$ cat config.mk
export PLATFORM = sky130hd
export DESIGN_NAME = light_prox_control_regs
export DESIGN_NICKNAME = d
export VERILOG_FILES = /design/src/light_prox_pkg.sv /design/src/light_prox_control_regs.sv
export SDC_FILE = /design/constraint.sdc
export NUM_CORES = 2
export LEC_CHECK = 0
export BUFFER_PORTS_ARGS = -buffer_cell sky130_fd_sc_hd__buf_2
export CAP_MARGIN = 20
export CORE_MARGIN = 2
export CORE_UTILIZATION = 57
export DETAILED_ROUTE_END_ITERATION = 16
export GPL_ROUTABILITY_DRIVEN = 0
export PLACE_DENSITY = 0.83
export SLEW_MARGIN = 40
export SYNTH_ARGS = -nofsm -noshare
export SYNTH_HDL_FRONTEND = slang
export SYNTH_SLANG_ARGS = --single-unit
export TNS_END_PERCENT = 1
$ cat constraint.sdc
create_clock -name ref_clk -period 6 [get_ports ref_clk]
set_input_delay 0.6 -clock ref_clk [delete_from_list [all_inputs] [get_ports ref_clk]]
set_output_delay 0.6 -clock ref_clk [all_outputs]
set_load 0.1 [all_outputs]
$ cat src/light_prox_pkg.sv
/*
 * Shared constants and types for the light and proximity control block:
 * register offsets, reset values, field positions and timing counts.
 * Assumes a single 40 MHz clock and a byte-wide serial register port.
 */
package light_prox_pkg;

	// ****************************************
	// Register offsets
	// ****************************************
	localparam logic [7:0] OFF_STATE_ENABLES = 8'h80;
	localparam logic [7:0] OFF_LIGHT_INTEG = 8'h81;
	localparam logic [7:0] OFF_PROX_INTEG = 8'h82;
	localparam logic [7:0] OFF_LIGHT_WAIT = 8'h83;
	localparam logic [7:0] OFF_LIGHT_LO_LSB = 8'h84;
	localparam logic [7:0] OFF_LIGHT_LO_MSB = 8'h85;
	localparam logic [7:0] OFF_LIGHT_HI_LSB = 8'h86;
	localparam logic [7:0] OFF_LIGHT_HI_MSB = 8'h87;
	localparam logic [7:0] OFF_PROX_LO_LSB = 8'h88;
	localparam logic [7:0] OFF_PROX_LO_MSB = 8'h89;
	localparam logic [7:0] OFF_PROX_HI_LSB = 8'h8A;
	localparam logic [7:0] OFF_PROX_HI_MSB = 8'h8B;
	localparam logic [7:0] OFF_DEBOUNCE = 8'h8C;
	localparam logic [7:0] OFF_CONFIG_ZERO = 8'h8D;
	localparam logic [7:0] OFF_PROX_CONFIG_ZERO = 8'h8E;
	localparam logic [7:0] OFF_PROX_CONFIG_ONE = 8'h8F;
	localparam logic [7:0] OFF_PROX_CFG2 = 8'h90;
	localparam logic [7:0] OFF_REVISION = 8'h91;
	localparam logic [7:0] OFF_TYPE_CODE = 8'h92;
	localparam logic [7:0] OFF_CONFIG_ONE = 8'h93;
	localparam logic [7:0] OFF_FLAGS = 8'h94;
	localparam logic [7:0] OFF_LIGHT_B0 = 8'h95;
	localparam logic [7:0] OFF_LIGHT_B1 = 8'h96;
	localparam logic [7:0] OFF_LIGHT_B2 = 8'h97;
	localparam logic [7:0] OFF_IR_B0 = 8'h98;
	localparam logic [7:0] OFF_IR_B1 = 8'h99;
	localparam logic [7:0] OFF_IR_B2 = 8'h9A;
	localparam logic [7:0] OFF_PROX_B0 = 8'h9B;
	localparam logic [7:0] OFF_PROX_B1 = 8'h9C;
	localparam logic [7:0] OFF_VERSION_TWO = 8'hA6;
	localparam logic [7:0] OFF_SOFT_RESET = 8'hA8;
	localparam logic [7:0] OFF_PROX_WAIT = 8'hA9;
	localparam logic [7:0] OFF_CONFIG_THREE = 8'hAB;
	localparam logic [7:0] OFF_CONFIG_SIX = 8'hAE;
	localparam logic [7:0] OFF_PROX_OFS_LO = 8'hC0;
	localparam logic [7:0] OFF_PROX_OFS_HI = 8'hC1;
	localparam logic [7:0] OFF_TRIM_START = 8'hD7;
	localparam logic [7:0] OFF_TRIM_EXT = 8'hD8;
	localparam logic [7:0] OFF_TRIM_CTRL = 8'hD9;
	localparam logic [7:0] OFF_TRIM_STATE = 8'hDC;
	localparam logic [7:0] OFF_IRQ_MASK = 8'hDD;
	localparam logic [7:0] OFF_LIGHT_SETUP = 8'hF5;
	localparam logic [7:0] OFF_PROX_TRIM_AUX = 8'hF6;

	// ****************************************
	// Reset values that are not zero
	// ****************************************
	localparam logic [7:0] RST_CONFIG_ZERO = 8'h50;
	localparam logic [7:0] RST_PROX_CONFIG_ZERO = 8'h8F;
	localparam logic [7:0] RST_PROX_CONFIG_ONE = 8'h32;
	localparam logic [7:0] RST_PROX_CFG2 = 8'h20;
	localparam logic [7:0] RST_CONFIG_ONE = 8'h68;
	localparam logic [7:0] RST_CONFIG_THREE = 8'h01;
	localparam logic [7:0] RST_CONFIG_SIX = 8'h3F;
	localparam logic [7:0] RST_TRIM_CTRL = 8'h50;
	localparam logic [7:0] RST_LIGHT_SETUP = 8'h18;
	localparam logic [7:0] RST_PROX_TRIM_AUX = 8'h60;

	// ****************************************
	// Field positions
	// ****************************************
	localparam int BIT_POWER_ON = 0;
	localparam int BIT_LIGHT_ON = 1;
	localparam int BIT_PROX_ON = 2;
	localparam int BIT_LIGHT_WAIT_ON = 3;
	localparam int BIT_PROX_WAIT_ON = 4;
	localparam int BIT_LIGHT_X16 = 2;
	localparam int BIT_PROX_X16 = 3;
	localparam int BIT_WIDE_PROX = 3;
	localparam int BIT_PROX_IRQ = 5;
	localparam int BIT_LIGHT_IRQ = 4;

	// ****************************************
	// Timing and serial port
	// ****************************************
	localparam int STEP_NS = 2780000;
	localparam int CLK_NS = 25;
	localparam int STEP_CYCLES = STEP_NS / CLK_NS;
	localparam logic [6:0] DEV_ADDR = 7'h39;
	localparam logic [3:0] WAIT_X16 = 4'h4;
	localparam logic [5:0] LIGHT_DEBOUNCE_COUNTS_MAX = 6'h3C;

	// Converter results taken at the end of an integration
	typedef struct packed {
		logic [23:0] light;
		logic [23:0] ir;
		logic [15:0] prox;
	} sense_result_t;

	typedef enum logic [2:0] {SEQ_IDLE, SEQ_PROX, SEQ_PWAIT, SEQ_LIGHT, SEQ_LWAIT} seq_state_t;
	typedef enum logic [2:0] {SER_IDLE, SER_DEV, SER_PTR, SER_WR, SER_RD} ser_state_t;

endpackage : light_prox_pkg

$ cat src/light_prox_control_regs.sv
/*
 * Register file, measurement sequencer, threshold compare and persistence
 * filters of the light and proximity sensor, reached over a two-wire
 * serial slave. Assumes the converters present results on conv_result and
 * that the pins reach this block asynchronously.
 */
`timescale 1ns/1ps
module light_prox_control_regs
	import light_prox_pkg::*;
#(
	parameter int STEP_CYC = STEP_CYCLES,
	parameter logic [7:0] REVISION_VAL = 8'h05, // Arbitrary value
	parameter logic [7:0] TYPE_VAL = 8'hA4, // Arbitrary value
	parameter logic [7:0] VERSION_VAL = 8'h03 // Arbitrary value
) (
	input wire logic ref_clk, // 40 MHz clock
	input wire logic rst, // Synchronous reset, high
	input wire logic scl_i, // Serial clock pin
	input wire logic sda_i, // Serial data pin level
	output logic sda_o, // Serial data drive level
	output logic sda_oe, // Serial data pulls low
	output logic int_o, // Interrupt drive level
	output logic int_oe, // Interrupt pulls low
	input wire sense_result_t conv_result, // Converter results
	output logic osc_run, // Oscillator and converters on
	output logic light_integ, // Light integration active
	output logic prox_integ // Prox integration active
);

	// ****************************************
	// Pin synchronisers
	// ****************************************
	logic scl_s1_r, scl_s2_r, scl_s3_r, scl_f_r;
	logic sda_s1_r, sda_s2_r, sda_s3_r, sda_f_r;
	logic scl_rise, scl_fall, start_c, stop_c;

	// Three stages; filtered level moves when the last two agree
	always_ff @(posedge ref_clk) begin
		if (rst) begin
			{scl_s1_r, scl_s2_r, scl_s3_r, scl_f_r} <= 4'hF;
			{sda_s1_r, sda_s2_r, sda_s3_r, sda_f_r} <= 4'hF;
		end else begin
			{scl_s1_r, scl_s2_r, scl_s3_r} <= {scl_i, scl_s1_r, scl_s2_r};
			{sda_s1_r, sda_s2_r, sda_s3_r} <= {sda_i, sda_s1_r, sda_s2_r};
			if (scl_s2_r == scl_s3_r)
				scl_f_r <= scl_s3_r;
			if (sda_s2_r == sda_s3_r)
				sda_f_r <= sda_s3_r;
		end
	end

	// Edge events of the filtered lines
	assign scl_rise = (scl_s2_r == scl_s3_r) && scl_s3_r && !scl_f_r;
	assign scl_fall = (scl_s2_r == scl_s3_r) && !scl_s3_r && scl_f_r;
	assign start_c = scl_f_r && (sda_s2_r == sda_s3_r) && !sda_s3_r && sda_f_r;
	assign stop_c = scl_f_r && (sda_s2_r == sda_s3_r) && sda_s3_r && !sda_f_r;

	// ****************************************
	// Register storage helpers
	// ****************************************
	function automatic logic [7:0] reset_value(input logic [7:0] a);
		case (a)
			OFF_CONFIG_ZERO: reset_value = RST_CONFIG_ZERO;
			OFF_PROX_CONFIG_ZERO: reset_value = RST_PROX_CONFIG_ZERO;
			OFF_PROX_CONFIG_ONE: reset_value = RST_PROX_CONFIG_ONE;
			OFF_PROX_CFG2: reset_value = RST_PROX_CFG2;
			OFF_CONFIG_ONE: reset_value = RST_CONFIG_ONE;
			OFF_CONFIG_THREE: reset_value = RST_CONFIG_THREE;
			OFF_CONFIG_SIX: reset_value = RST_CONFIG_SIX;
			OFF_TRIM_CTRL: reset_value = RST_TRIM_CTRL;
			OFF_LIGHT_SETUP: reset_value = RST_LIGHT_SETUP;
			OFF_PROX_TRIM_AUX: reset_value = RST_PROX_TRIM_AUX;
			default: reset_value = 8'h00;
		endcase
	endfunction : reset_value

	function automatic logic writable(input logic [7:0] a);
		writable = (a >= OFF_STATE_ENABLES && a <= OFF_PROX_CFG2) ||
			a == OFF_CONFIG_ONE || a == OFF_SOFT_RESET || a == OFF_PROX_WAIT ||
			a == OFF_CONFIG_THREE || a == OFF_CONFIG_SIX || a == OFF_PROX_OFS_LO ||
			a == OFF_PROX_OFS_HI || a == OFF_TRIM_START || a == OFF_TRIM_EXT ||
			a == OFF_TRIM_CTRL || a == OFF_TRIM_STATE || a == OFF_IRQ_MASK ||
			a == OFF_LIGHT_SETUP || a == OFF_PROX_TRIM_AUX;
	endfunction : writable

	// ****************************************
	// Serial slave and register file
	// ****************************************
	ser_state_t ser_r, ser_nxt;
	logic [3:0] bit_r, bit_nxt;
	logic [7:0] shift_r, shift_nxt, tx_r, tx_nxt, ptr_r, ptr_nxt;
	logic ack_r, ack_nxt;
	logic [7:0] regs_r [128];
	logic [7:0] regs_nxt [128];
	logic [7:0] flags_r, flags_nxt;
	logic [7:0] rd_byte;
	logic flags_read;
	logic prox_hit, light_hit;
	sense_result_t data_r, data_nxt;

	// Read mux over stored, live and identity bytes
	always_comb begin
		case (ptr_r)
			OFF_REVISION: rd_byte = REVISION_VAL;
			OFF_TYPE_CODE: rd_byte = TYPE_VAL;
			OFF_VERSION_TWO: rd_byte = VERSION_VAL;
			OFF_FLAGS: rd_byte = flags_r;
			OFF_LIGHT_B0: rd_byte = data_r.light[7:0];
			OFF_LIGHT_B1: rd_byte = data_r.light[15:8];
			OFF_LIGHT_B2: rd_byte = data_r.light[23:16];
			OFF_IR_B0: rd_byte = data_r.ir[7:0];
			OFF_IR_B1: rd_byte = data_r.ir[15:8];
			OFF_IR_B2: rd_byte = data_r.ir[23:16];
			OFF_PROX_B0: rd_byte = data_r.prox[7:0];
			OFF_PROX_B1: rd_byte = data_r.prox[15:8];
			default: rd_byte = (ptr_r[7] && writable(ptr_r)) ? regs_r[ptr_r[6:0]] : 8'h00;
		endcase
	end

	// Byte framing: sample on rise, advance on fall, ack in ninth slot
	always_comb begin
		ser_nxt = ser_r;
		bit_nxt = bit_r;
		shift_nxt = shift_r;
		tx_nxt = tx_r;
		ptr_nxt = ptr_r;
		ack_nxt = ack_r;
		regs_nxt = regs_r;
		flags_read = 1'b0;
		if (start_c) begin
			ser_nxt = SER_DEV;
			// Start's own SCL fall wraps the count to bit zero
			bit_nxt = 4'hF;
			ack_nxt = 1'b0;
		end else if (stop_c) begin
			ser_nxt = SER_IDLE;
			ack_nxt = 1'b0;
		end else if (ser_r != SER_IDLE && scl_rise) begin
			if (bit_r < 4'h8)
				shift_nxt = {shift_r[6:0], sda_f_r};
			else if (ser_r == SER_RD && sda_s3_r)
				ser_nxt = SER_IDLE; // Master ended the read
		end else if (ser_r != SER_IDLE && scl_fall) begin
			if (bit_r == 4'h7) begin
				bit_nxt = 4'h8;
				ack_nxt = 1'b1;
				case (ser_r)
					SER_DEV: begin
						if (shift_r[7:1] != DEV_ADDR) begin
							ser_nxt = SER_IDLE;
							ack_nxt = 1'b0;
						end
					end
					SER_PTR: ptr_nxt = shift_r;
					SER_WR: begin
						if (ptr_r[7] && writable(ptr_r))
							regs_nxt[ptr_r[6:0]] = shift_r;
						ptr_nxt = ptr_r + 8'h01;
					end
					SER_RD: ack_nxt = 1'b0;
					default: ack_nxt = 1'b0;
				endcase
			end else if (bit_r == 4'h8) begin
				bit_nxt = 4'h0;
				ack_nxt = 1'b0;
				case (ser_r)
					SER_DEV: ser_nxt = shift_r[0] ? SER_RD : SER_PTR;
					SER_PTR: ser_nxt = SER_WR;
					default: ser_nxt = ser_r;
				endcase
				if (ser_r == SER_RD || (ser_r == SER_DEV && shift_r[0])) begin
					tx_nxt = rd_byte;
					flags_read = (ptr_r == OFF_FLAGS);
					ptr_nxt = ptr_r + 8'h01;
				end
			end else begin
				bit_nxt = bit_r + 4'h1;
				tx_nxt = {tx_r[6:0], 1'b0};
			end
		end
	end

	// Flags: hardware set wins over the clear by read
	always_comb begin
		flags_nxt = flags_r;
		if (flags_read)
			flags_nxt = 8'h00;
		if (prox_hit)
			flags_nxt[BIT_PROX_IRQ] = 1'b1;
		if (light_hit)
			flags_nxt[BIT_LIGHT_IRQ] = 1'b1;
	end

	// Register the serial and register file state
	always_ff @(posedge ref_clk) begin
		if (rst) begin
			ser_r <= SER_IDLE;
			bit_r <= 4'h0;
			shift_r <= 8'h00;
			tx_r <= 8'h00;
			ptr_r <= 8'h00;
			ack_r <= 1'b0;
			flags_r <= 8'h00;
			for (int i = 0; i < 128; i++)
				regs_r[i] <= reset_value(8'h80 | 8'(i));
		end else begin
			ser_r <= ser_nxt;
			bit_r <= bit_nxt;
			shift_r <= shift_nxt;
			tx_r <= tx_nxt;
			ptr_r <= ptr_nxt;
			ack_r <= ack_nxt;
			flags_r <= flags_nxt;
			regs_r <= regs_nxt;
		end
	end

	// Open-drain pins only ever pull low
	assign sda_o = 1'b0;
	assign sda_oe = ack_r || (ser_r == SER_RD && bit_r < 4'h8 && !tx_r[7]);

	// ****************************************
	// Decoded control fields
	// ****************************************
	logic [7:0] en_v, config_zero_v, config_three_v, debounce_counts_v, mask_v;
	logic [23:0] light_lo_thr, light_hi_thr;
	logic [15:0] prox_lo_thr, prox_hi_thr;
	logic wide_prox_mode;
	assign en_v = regs_r[OFF_STATE_ENABLES[6:0]];
	assign config_zero_v = regs_r[OFF_CONFIG_ZERO[6:0]];
	assign config_three_v = regs_r[OFF_CONFIG_THREE[6:0]];
	assign debounce_counts_v = regs_r[OFF_DEBOUNCE[6:0]];
	assign mask_v = regs_r[OFF_IRQ_MASK[6:0]];
	assign wide_prox_mode = config_three_v[BIT_WIDE_PROX];
	assign light_lo_thr = {regs_r[OFF_LIGHT_LO_MSB[6:0]], regs_r[OFF_LIGHT_LO_LSB[6:0]], 8'h00};
	assign light_hi_thr = {regs_r[OFF_LIGHT_HI_MSB[6:0]], regs_r[OFF_LIGHT_HI_LSB[6:0]], 8'h00};
	assign prox_lo_thr = {wide_prox_mode ? regs_r[OFF_PROX_LO_MSB[6:0]][7:4] : 4'h0,
		regs_r[OFF_PROX_LO_MSB[6:0]][3:0], regs_r[OFF_PROX_LO_LSB[6:0]]};
	assign prox_hi_thr = {wide_prox_mode ? regs_r[OFF_PROX_HI_MSB[6:0]][7:4] : 4'h0,
		regs_r[OFF_PROX_HI_MSB[6:0]][3:0], regs_r[OFF_PROX_HI_LSB[6:0]]};

	// ****************************************
	// Measurement sequencer
	// ****************************************
	seq_state_t seq_r, seq_nxt;
	logic [31:0] tick_r, tick_nxt;
	logic [11:0] steps_r, steps_nxt;
	logic step_done, phase_end;
	logic [11:0] target;
	logic [5:0] pcnt_r, pcnt_nxt, lcnt_r, lcnt_nxt, light_need;
	logic prox_out, light_out, prox_end, light_end;

	// Steps of the current phase, minus one
	always_comb begin
		case (seq_r)
			SEQ_PROX: target = {4'h0, regs_r[OFF_PROX_INTEG[6:0]]};
			SEQ_LIGHT: target = {4'h0, regs_r[OFF_LIGHT_INTEG[6:0]]};
			SEQ_PWAIT: target = config_zero_v[BIT_PROX_X16] ?
				({4'h0, regs_r[OFF_PROX_WAIT[6:0]]} << WAIT_X16) + 12'hF :
				{4'h0, regs_r[OFF_PROX_WAIT[6:0]]};
			SEQ_LWAIT: target = config_zero_v[BIT_LIGHT_X16] ?
				({4'h0, regs_r[OFF_LIGHT_WAIT[6:0]]} << WAIT_X16) + 12'hF :
				{4'h0, regs_r[OFF_LIGHT_WAIT[6:0]]};
			default: target = 12'h000;
		endcase
	end

	assign step_done = (tick_r == 32'(STEP_CYC - 1));
	assign phase_end = step_done && (steps_r == target);
	assign prox_end = (seq_r == SEQ_PROX) && phase_end;
	assign light_end = (seq_r == SEQ_LIGHT) && phase_end;

	// Phase order: prox, prox wait, light, light wait, repeat
	always_comb begin
		seq_nxt = seq_r;
		tick_nxt = step_done ? 32'h0 : tick_r + 32'h1;
		steps_nxt = step_done ? steps_r + 12'h001 : steps_r;
		if (!en_v[BIT_POWER_ON]) begin
			seq_nxt = SEQ_IDLE;
		end else begin
			case (seq_r)
				SEQ_IDLE: begin
					if (en_v[BIT_PROX_ON])
						seq_nxt = SEQ_PROX;
					else if (en_v[BIT_LIGHT_ON])
						seq_nxt = SEQ_LIGHT;
				end
				SEQ_PROX: begin
					if (phase_end)
						seq_nxt = en_v[BIT_PROX_WAIT_ON] ? SEQ_PWAIT :
							en_v[BIT_LIGHT_ON] ? SEQ_LIGHT : SEQ_IDLE;
				end
				SEQ_PWAIT: begin
					if (phase_end)
						seq_nxt = en_v[BIT_LIGHT_ON] ? SEQ_LIGHT : SEQ_IDLE;
				end
				SEQ_LIGHT: begin
					if (phase_end)
						seq_nxt = en_v[BIT_LIGHT_WAIT_ON] ? SEQ_LWAIT : SEQ_IDLE;
				end
				SEQ_LWAIT: begin
					if (phase_end)
						seq_nxt = SEQ_IDLE;
				end
				default: seq_nxt = SEQ_IDLE;
			endcase
		end
		if (seq_nxt != seq_r || seq_r == SEQ_IDLE) begin
			tick_nxt = 32'h0;
			steps_nxt = 12'h000;
		end
	end

	// ****************************************
	// Threshold compare and persistence
	// ****************************************
	// below low or above high
	assign prox_out = conv_result.prox < prox_lo_thr || conv_result.prox > prox_hi_thr;
	assign light_out = conv_result.light < light_lo_thr || conv_result.light > light_hi_thr;

	// light persistence need; code 15 needs 60
	always_comb begin
		if (debounce_counts_v[3:0] < 4'h4)
			light_need = {2'b00, debounce_counts_v[3:0]};
		else
			light_need = ({2'b00, debounce_counts_v[3:0]} - 6'h03) * 6'h05;
	end

	// Counters advance only at the end of their own integration
	always_comb begin
		pcnt_nxt = pcnt_r;
		lcnt_nxt = lcnt_r;
		data_nxt = data_r;
		prox_hit = 1'b0;
		light_hit = 1'b0;
		if (prox_end) begin
			data_nxt.prox = conv_result.prox;
			pcnt_nxt = !prox_out ? 6'h00 : (pcnt_r == 6'h3F ? pcnt_r : pcnt_r + 6'h01);
			prox_hit = (debounce_counts_v[7:4] == 4'h0) || (prox_out && pcnt_nxt >= {2'b00, debounce_counts_v[7:4]});
		end
		if (light_end) begin
			data_nxt.light = conv_result.light;
			data_nxt.ir = conv_result.ir;
			lcnt_nxt = !light_out ? 6'h00 : (lcnt_r == 6'h3F ? lcnt_r : lcnt_r + 6'h01);
			light_hit = (debounce_counts_v[3:0] == 4'h0) || (light_out && lcnt_nxt >= light_need);
		end
	end

	// Register sequencer, counters and results
	always_ff @(posedge ref_clk) begin
		if (rst) begin
			seq_r <= SEQ_IDLE;
			tick_r <= 32'h0;
			steps_r <= 12'h000;
			pcnt_r <= 6'h00;
			lcnt_r <= 6'h00;
			data_r <= '0;
		end else begin
			seq_r <= seq_nxt;
			tick_r <= tick_nxt;
			steps_r <= steps_nxt;
			pcnt_r <= pcnt_nxt;
			lcnt_r <= lcnt_nxt;
			data_r <= data_nxt;
		end
	end

	// Status outputs and masked interrupt pin
	assign osc_run = en_v[BIT_POWER_ON];
	assign prox_integ = (seq_r == SEQ_PROX);
	assign light_integ = (seq_r == SEQ_LIGHT);
	assign int_o = 1'b0;
	assign int_oe = (flags_r[BIT_PROX_IRQ] && mask_v[BIT_PROX_IRQ]) ||
		(flags_r[BIT_LIGHT_IRQ] && mask_v[BIT_LIGHT_IRQ]);

	// ****************************************
	// Assertions
	// ****************************************
	power_off_idle_a: assert property (@(posedge ref_clk) disable iff (rst)
		!en_v[BIT_POWER_ON] |=> seq_r == SEQ_IDLE) else $error("sequencer ran with power off");
	light_needs_on_a: assert property (@(posedge ref_clk) disable iff (rst)
		$rose(light_integ) |-> $past(en_v[BIT_LIGHT_ON])) else $error("light ran while off");
	prox_needs_on_a: assert property (@(posedge ref_clk) disable iff (rst)
		$rose(prox_integ) |-> $past(en_v[BIT_PROX_ON])) else $error("prox ran while off");
	lwait_needs_on_a: assert property (@(posedge ref_clk) disable iff (rst)
		seq_r != SEQ_LWAIT && seq_nxt == SEQ_LWAIT |-> en_v[BIT_LIGHT_WAIT_ON])
		else $error("light wait while off");
	pwait_needs_on_a: assert property (@(posedge ref_clk) disable iff (rst)
		seq_r != SEQ_PWAIT && seq_nxt == SEQ_PWAIT |-> en_v[BIT_PROX_WAIT_ON])
		else $error("prox wait while off");
	step_count_a: assert property (@(posedge ref_clk) disable iff (rst)
		step_done && seq_r == seq_nxt |=> tick_r == 32'h0 && steps_r == $past(steps_r) + 12'h001)
		else $error("step counter slipped");
	light_thresh_a: assert property (@(posedge ref_clk) disable iff (rst)
		light_lo_thr[7:0] == 8'h00 && light_hi_thr[7:0] == 8'h00) else $error("threshold low byte");
	narrow_prox_a: assert property (@(posedge ref_clk) disable iff (rst)
		!wide_prox_mode |-> prox_lo_thr[15:12] == 4'h0 && prox_hi_thr[15:12] == 4'h0)
		else $error("narrow prox threshold wide");
	debounce_counts_clear_a: assert property (@(posedge ref_clk) disable iff (rst)
		prox_end && !prox_out |=> pcnt_r == 6'h00) else $error("prox count not cleared");
	flag_set_a: assert property (@(posedge ref_clk) disable iff (rst)
		prox_hit |=> flags_r[BIT_PROX_IRQ]) else $error("prox flag missed");
	light_need_a: assert property (@(posedge ref_clk) disable iff (rst)
		debounce_counts_v[3:0] == 4'hF |-> light_need == LIGHT_DEBOUNCE_COUNTS_MAX) else $error("code 15 need wrong");

endmodule : light_prox_control_regs

Word-level counts from Yosys, hierarchy flattened. Cells that the tools add are included.

Register bits: 1189. Bits in latches: 0. Memory bits (writable): 0. Bits in read-only memories: 0. Bits of input ports: 68. Output and inout port bits: 7. Logic and storage cells: 384. Memories kept: 0.

Add/subtract/negate cells: 9. $mul: 1. Div/mod/pow operators: 0. Magnitude comparators: 12. Eq/ne operators: 56. Shift-type cells: 0. Mux-type cells: 69. Bitwise gates (word level): 5. Reduce and logical (&&, ||, !) cells: 79.

Operator list (count): bitwise mux 1024 bit (1); equality test 8 bit, second input constant (26); case mux 8 bit (12 select lines) (1); two-way mux 8 bit (9); binary-select mux 8 bit (select 7 bit) (1); demux 8 bit (select 7 bit) (1); two-way mux 3 bit (18); case mux 12 bit (4 select lines) (1); two-way mux 6 bit (6); adder 32 x 1 -> 32 bit, second input constant (1); equality test 32 x 17 -> 1 bit, second input constant (1); two-way mux 4 bit (8); AND reduction 7 bit (4); logical AND 1 bit (25); adder 12 x 4 -> 12 bit, second input constant (2); greater-than comparator 24 bit (1); less-than comparator 24 bit (1); two-way mux 12 bit (2); logical OR 1 bit (22); greater-or-equal comparator 8 bit, second input constant (2); greater-than comparator 16 bit (1); less-than comparator 16 bit (1); two-way mux 1 bit (16); case mux 8 bit (2 select lines) (1); 47 further kinds (79).

Longest topological paths before layout.
Depth after elaboration: 21. Gate-level depth with buffers: 19. Depth with buffers taken out: 18.

Worst setup path before layout. OpenSTA, ideal clock, no wires.

Path type: register to register. Start point: reg ptr_r[1]. End point: reg regs_r, in the netlist en_v[0]. Setup time: 132 ps. Arrival: 3750 ps. Data required time: 5868 ps. Path slack: 2118 ps. Cell stages (with the launch flop): 18. Path buffers: 7. Period minus slack after synthesis: 3882 ps. Cells stage by stage: dfxtp_1 buf_2 buf_2 buf_2 inv_1 clkbuf_1 clkbuf_1 ha_1 nor2_1 or4_1 a31oi_1 o211ai_1 buf_4 nor4_4 buf_2 nand2_1 nand2_1 a21oi_1.

Longest elaborated chain between the ends: 18. Elaborated cells on any way between the ends: 40. Those cells by class: order compare: 4; eq/ne: 14; mux: 3; bitwise: 1; reduce/logical: 18.

RTL lines: start: declaration (line light_prox_control_regs.sv:91) `logic [7:0] shift_r, shift_nxt, tx_r, tx_nxt, ptr_r, ptr_nxt;`; start signal: assignment (line light_prox_control_regs.sv:211) `ptr_r <= ptr_nxt;`; greater-or-equal comparator 8 bit or <= comparator 8 bit (tied branches) (line light_prox_control_regs.sv:78) `writable = (a >= OFF_STATE_ENABLES && a <= OFF_PROX_CFG2) ||`; logical AND 1 bit (line light_prox_control_regs.sv:78); logical OR 1 bit (line light_prox_control_regs.sv:78); logical OR 1 bit (3 in series) (line light_prox_control_regs.sv:79) `a == OFF_CONFIG_ONE || a == OFF_SOFT_RESET || a == OFF_PROX_WAIT ||`; logical OR 1 bit (3 in series) (line light_prox_control_regs.sv:80) `a == OFF_CONFIG_THREE || a == OFF_CONFIG_SIX || a == OFF_PROX_OFS_LO ||`; logical OR 1 bit (3 in series) (line light_prox_control_regs.sv:81) `a == OFF_PROX_OFS_HI || a == OFF_TRIM_START || a == OFF_TRIM_EXT ||`; logical OR 1 bit (3 in series) (line light_prox_control_regs.sv:82) `a == OFF_TRIM_CTRL || a == OFF_TRIM_STATE || a == OFF_IRQ_MASK ||`; logical OR 1 bit (line light_prox_control_regs.sv:83) `a == OFF_LIGHT_SETUP || a == OFF_PROX_TRIM_AUX;`; logical AND 1 bit (line light_prox_control_regs.sv:156) `if (ptr_r[7] && writable(ptr_r))`; AND reduction 7 bit (no source line); end signal: indexed assignment (line light_prox_control_regs.sv:205) `regs_r[i] <= reset_value(8'h80 | 8'(i));`; end signal: assignment (line light_prox_control_regs.sv:214) `regs_r <= regs_nxt;`; end: declaration (line light_prox_control_regs.sv:93) `logic [7:0] regs_r [128];`.

Parallel ways exist; a longest one is shown, timed or not. A chain may end at the register's enable or synchronous reset.

Worst setup path after layout.
Start point: reg bit_r[0]. End point: reg regs_r[258] (netlist name).

Longest elaborated chain between the ends: 2.

RTL lines: start: declaration (line light_prox_control_regs.sv:90) `logic [3:0] bit_r, bit_nxt;`; start signal: assignment (line light_prox_control_regs.sv:208) `bit_r <= bit_nxt;`; equality test 4 x 3 -> 1 bit (line light_prox_control_regs.sv:144) `if (bit_r == 4'h7) begin`; AND reduction 7 bit (no source line).

No other way between the ends.

==> key figures <==
Outcome
  • Status: complete, no violations

Synthesis
  • Synth warnings: 0
  • Post-synthesis sequential area ratio: a little under half
  • Main synth FF type: dfxtp_1
  • Mux contribution to synthesized area: 9.233%
  • Largest area contributor in the netlist: dfxtp_1
  • Post-synth top cells: dfxtp_1 (1061), nor2b_1 (525), nand2_1 (451)
  • Top cells by area, synth: dfxtp_1 (47%), nor2b_1 (7.3%), mux2i_1 (6.0%)
  • Count leader, synth: dfxtp_1
  • Adder-Cell Fraction of Synth Area: 2.541%
  • Synthesized-area fraction occupied by and/or/nand/nor cells: 20.97%
  • Post-synth ARST share: 0%
  • Complex-gate fraction of the synthesized area: 14.62%
  • Number of synthesized flops with an enable pin: 0
  • Largest family of logic cells by synthesized area: simple AND/OR/NAND/NOR gates
  • Flops & latches, synth: 1061
  • Mean Syn Cell Area: ~9 um^2
  • Xor-xnor portion of the synthesized cell area: 1.049%
  • Netlist cell types: slightly above 90
  • Mapped Area: roughly 45000 um^2
  • Yosys top cell area share: 47.10%
  • Mapped Cells: 4993

Timing
  • Min Clock Period, post-route: 4.278 ns
  • Setup TNS: 0 ns
  • Slew Limit Fails: 0
  • Final setup margin: 1.722 ns
  • Slew @ Worst Pin: 0.9950 ns
  • Min Hold Slack: 0.1155 ns
  • Final hold vios: 0
  • Endpoints failing setup: 0
  • RSZ-0062 raised after global routing: no
  • Final Skew: 0.03186 ns
  • Slew HR: between 30% and 40%
  • Maximum operating frequency: approximately 230 MHz
  • Final worst-path cycle share: between 70% and 80%

Floorplan
  • Starting Density: 57.37%
  • Std cell rows: 103
  • Total die area: around 81000 um^2
  • Die Ht: approximately 290 um
  • IO Pins: 75
  • Die width: around 290 um
  • Core ar.: 78610 um^2

Cells and area
  • Final Util: 63.27%
  • P&R area growth vs syn: 10.29%
  • Footprint of the multi-input gates: 21960 um^2
  • Ratio of cells with drive above 1 in the final layout: 11.09%
  • Final std cells w/o fill: roughly 6000
  • FF/Latch Area: 21260 um^2
  • Final #Nets: 5024
  • Final instance area: 49740 um^2
  • Filler cells: 6062

Clocking
  • CTS max path bufs: 3
  • Post-CTS Resized: 0
  • Hold buffers post-CTS: 0
  • Clk sink count: approximately 1100
  • TritonCTS clock tree: built
  • Root buf cell: clkbuf_16
  • H-tree levels: 3
  • Post-CTS setup buffers: 0
  • Cts bufs inserted: ~100
  • Clock Pin Slew Worst Setup and Hold Paths: 0.06 ns
  • Worst skew pair latency: 0.69 ns

Power
  • Combinational power share: 1.7%
  • Internal power: about 11 mW
  • Switch Pwr: 3.018 mW
  • PD cells: 285.3 nW/um^2
  • Worst VDD drop: 0.2190 mV
  • Total power: ~14 mW
  • Switching Share: around a fifth
  • Leak: between 15 and 20 nW
  • Clk network pwr share: between 40% and 50%
  • Flop pwr share: about half

Critical path
  • CP Data Required Time: 6.60 ns
  • Critical path class: reg2reg
  • Arrival time worst endpoint: about 5 ns
  • Critical Path End Type: flop
  • Max Fanout on Critical Path: 37
  • Startpoint types: flop

Placed design
  • Pre-CTS setup slack: 1.977 ns
  • Placed cells: 5809
  • Port Buffers: 72
  • Post-DP HPWL: between 80000 and 90000 um
  • Placed instance area: 46050 um^2

Job
  • MaxCap Viol Count: 0

Global routing
  • First-pass GRT wire length: 215000 um
  • Global route total overflow: 0
  • Initial antenna violation count: 6
  • Vias in the first global route: approximately 37000
  • Largest net degree at the start of global routing: 147
  • All-Layer GR Usage: 33.24%

Routing
  • Drt total wl: about 140000 um
  • Final ANT Viol Nets: 0
  • First-pass DRT Iterations: 10
  • Wire per inst: about 23 um
  • DR WL met2: 58370 um
  • DR iter-0 viols: between 5000 and 6000
  • DRC errors left: 0
  • Met3 routed WL: 18040 um
  • Routed via count: 38820
  • DR top layer: met5
  • Met1 Routed Length: 53420 um
  • Drt via density: 6.469

Min path
  • Hold crit path type: in2reg
-- layout by cell type, fill, tap and decap left out, types with 12 or more instances in the layout --
cell type / instances
mux4_2: 22
dfxtp_1: 1048
a21o_1: 13
o21ai_0: 171
nor3_1: 46
or3_1: 12
o22ai_1: 255
nor2_1: 413
mux2i_1: 272
o211ai_1: 15
nor2b_1: 525
clkbuf_16: 104
inv_1: 89
mux2_2: 84
a221oi_1: 17
nand3_1: 169
buf_2: 71
a21oi_1: 348
clkinv_2: 20
nand2_1: 448
and3_1: 28
nand2b_1: 22
o221ai_1: 55
xnor2_1: 24
a22oi_1: 24
or2_2: 12
ha_1: 90
nand4_1: 26
xor2_1: 30
clkbuf_1: 12
buf_4: 88
a211oi_1: 32
nor4_1: 37
clkbuf_8: 34
-- worst max-delay path, stage by stage (launching register included) --
cell	delay, ns
dfxtp_1	0.39
ha_1	0.23
and3b_1	0.28
nand3_1	0.10
nor3_1	0.64
o211ai_1	0.25
buf_4	0.32
or3_2	0.82
nor2_1	0.79
nand2_1	0.16
a21oi_1	0.20
-- power by group through the flow --
| stage | Combinational (mW) | Sequential (mW) | Clock [mW] |
|---|---|---|---|
| final | 0.238 | 7.04 | 6.91 |
| after global routing | 0.258 | 7.04 | 7.19 |
| after CTS | 0.231 | 7.04 | 6.91 |
| after detailed placement | 0.229 | 7.20 | 0 |
| after global placement | 0.221 | 7.20 | 0 |
| after floorplan | 0.153 | 7.20 | 0 |
-- final timing paths --
check,start,to,slack [ns],cells after the start
worst max-delay path,bit_r[0],regs_r[258],1.72,10
worst max register to register,bit_r[0],regs_r[258],1.72,10
worst min-delay path,sda_i,sda_s1_r,0.12,2
worst min register to register,scl_s1_r,scl_s2_r,0.41,1
-- sequential cells by signal, indices dropped and copies added (netlist names), 4 cells and up --
register           flops
config_zero_v          8
light_hi_thr          16
config_three_v         8
mask_v                 8
tick_r                32
pcnt_r                 6
light_lo_thr          16
en_v                   8
ptr_r                  8
data_r                64
prox_hi_thr           12
steps_r               12
shift_r                8
bit_r                  4
regs_r               800
prox_lo_thr           12
lcnt_r                 6
debounce_counts_v      8
tx_r                   8
-- logic make-up after synthesis --
family	Yosys count
muxes	378
and+or+nand+nor	1848
xor gates and xnor gates	54
buffers and inverters	496
adders and majority gates	91
other	1
AOI/OAI and AO/OA	1064
DFF	1061
-- metal layers --
layer / global-route usage, % / vias to the layer above
met4: 19.78 / 12
met5: 0 / -
li1: - / 17210
met1: 42.85 / 18250
met2: 49.54 / 2688
met3: 9.536 / 666
-- area by class of cell --
type	instances	area share [%]
repair buffers	169	2.430
clock inverters	40	1.059
well taps	1050	2.641
clock buffers	150	6.264
flip-flops and latches	1061	42.75
multi-input cells	3437	44.15
diodes	1	0.005031
inverters	93	0.7019
Power figures use the tool's default switching activity.
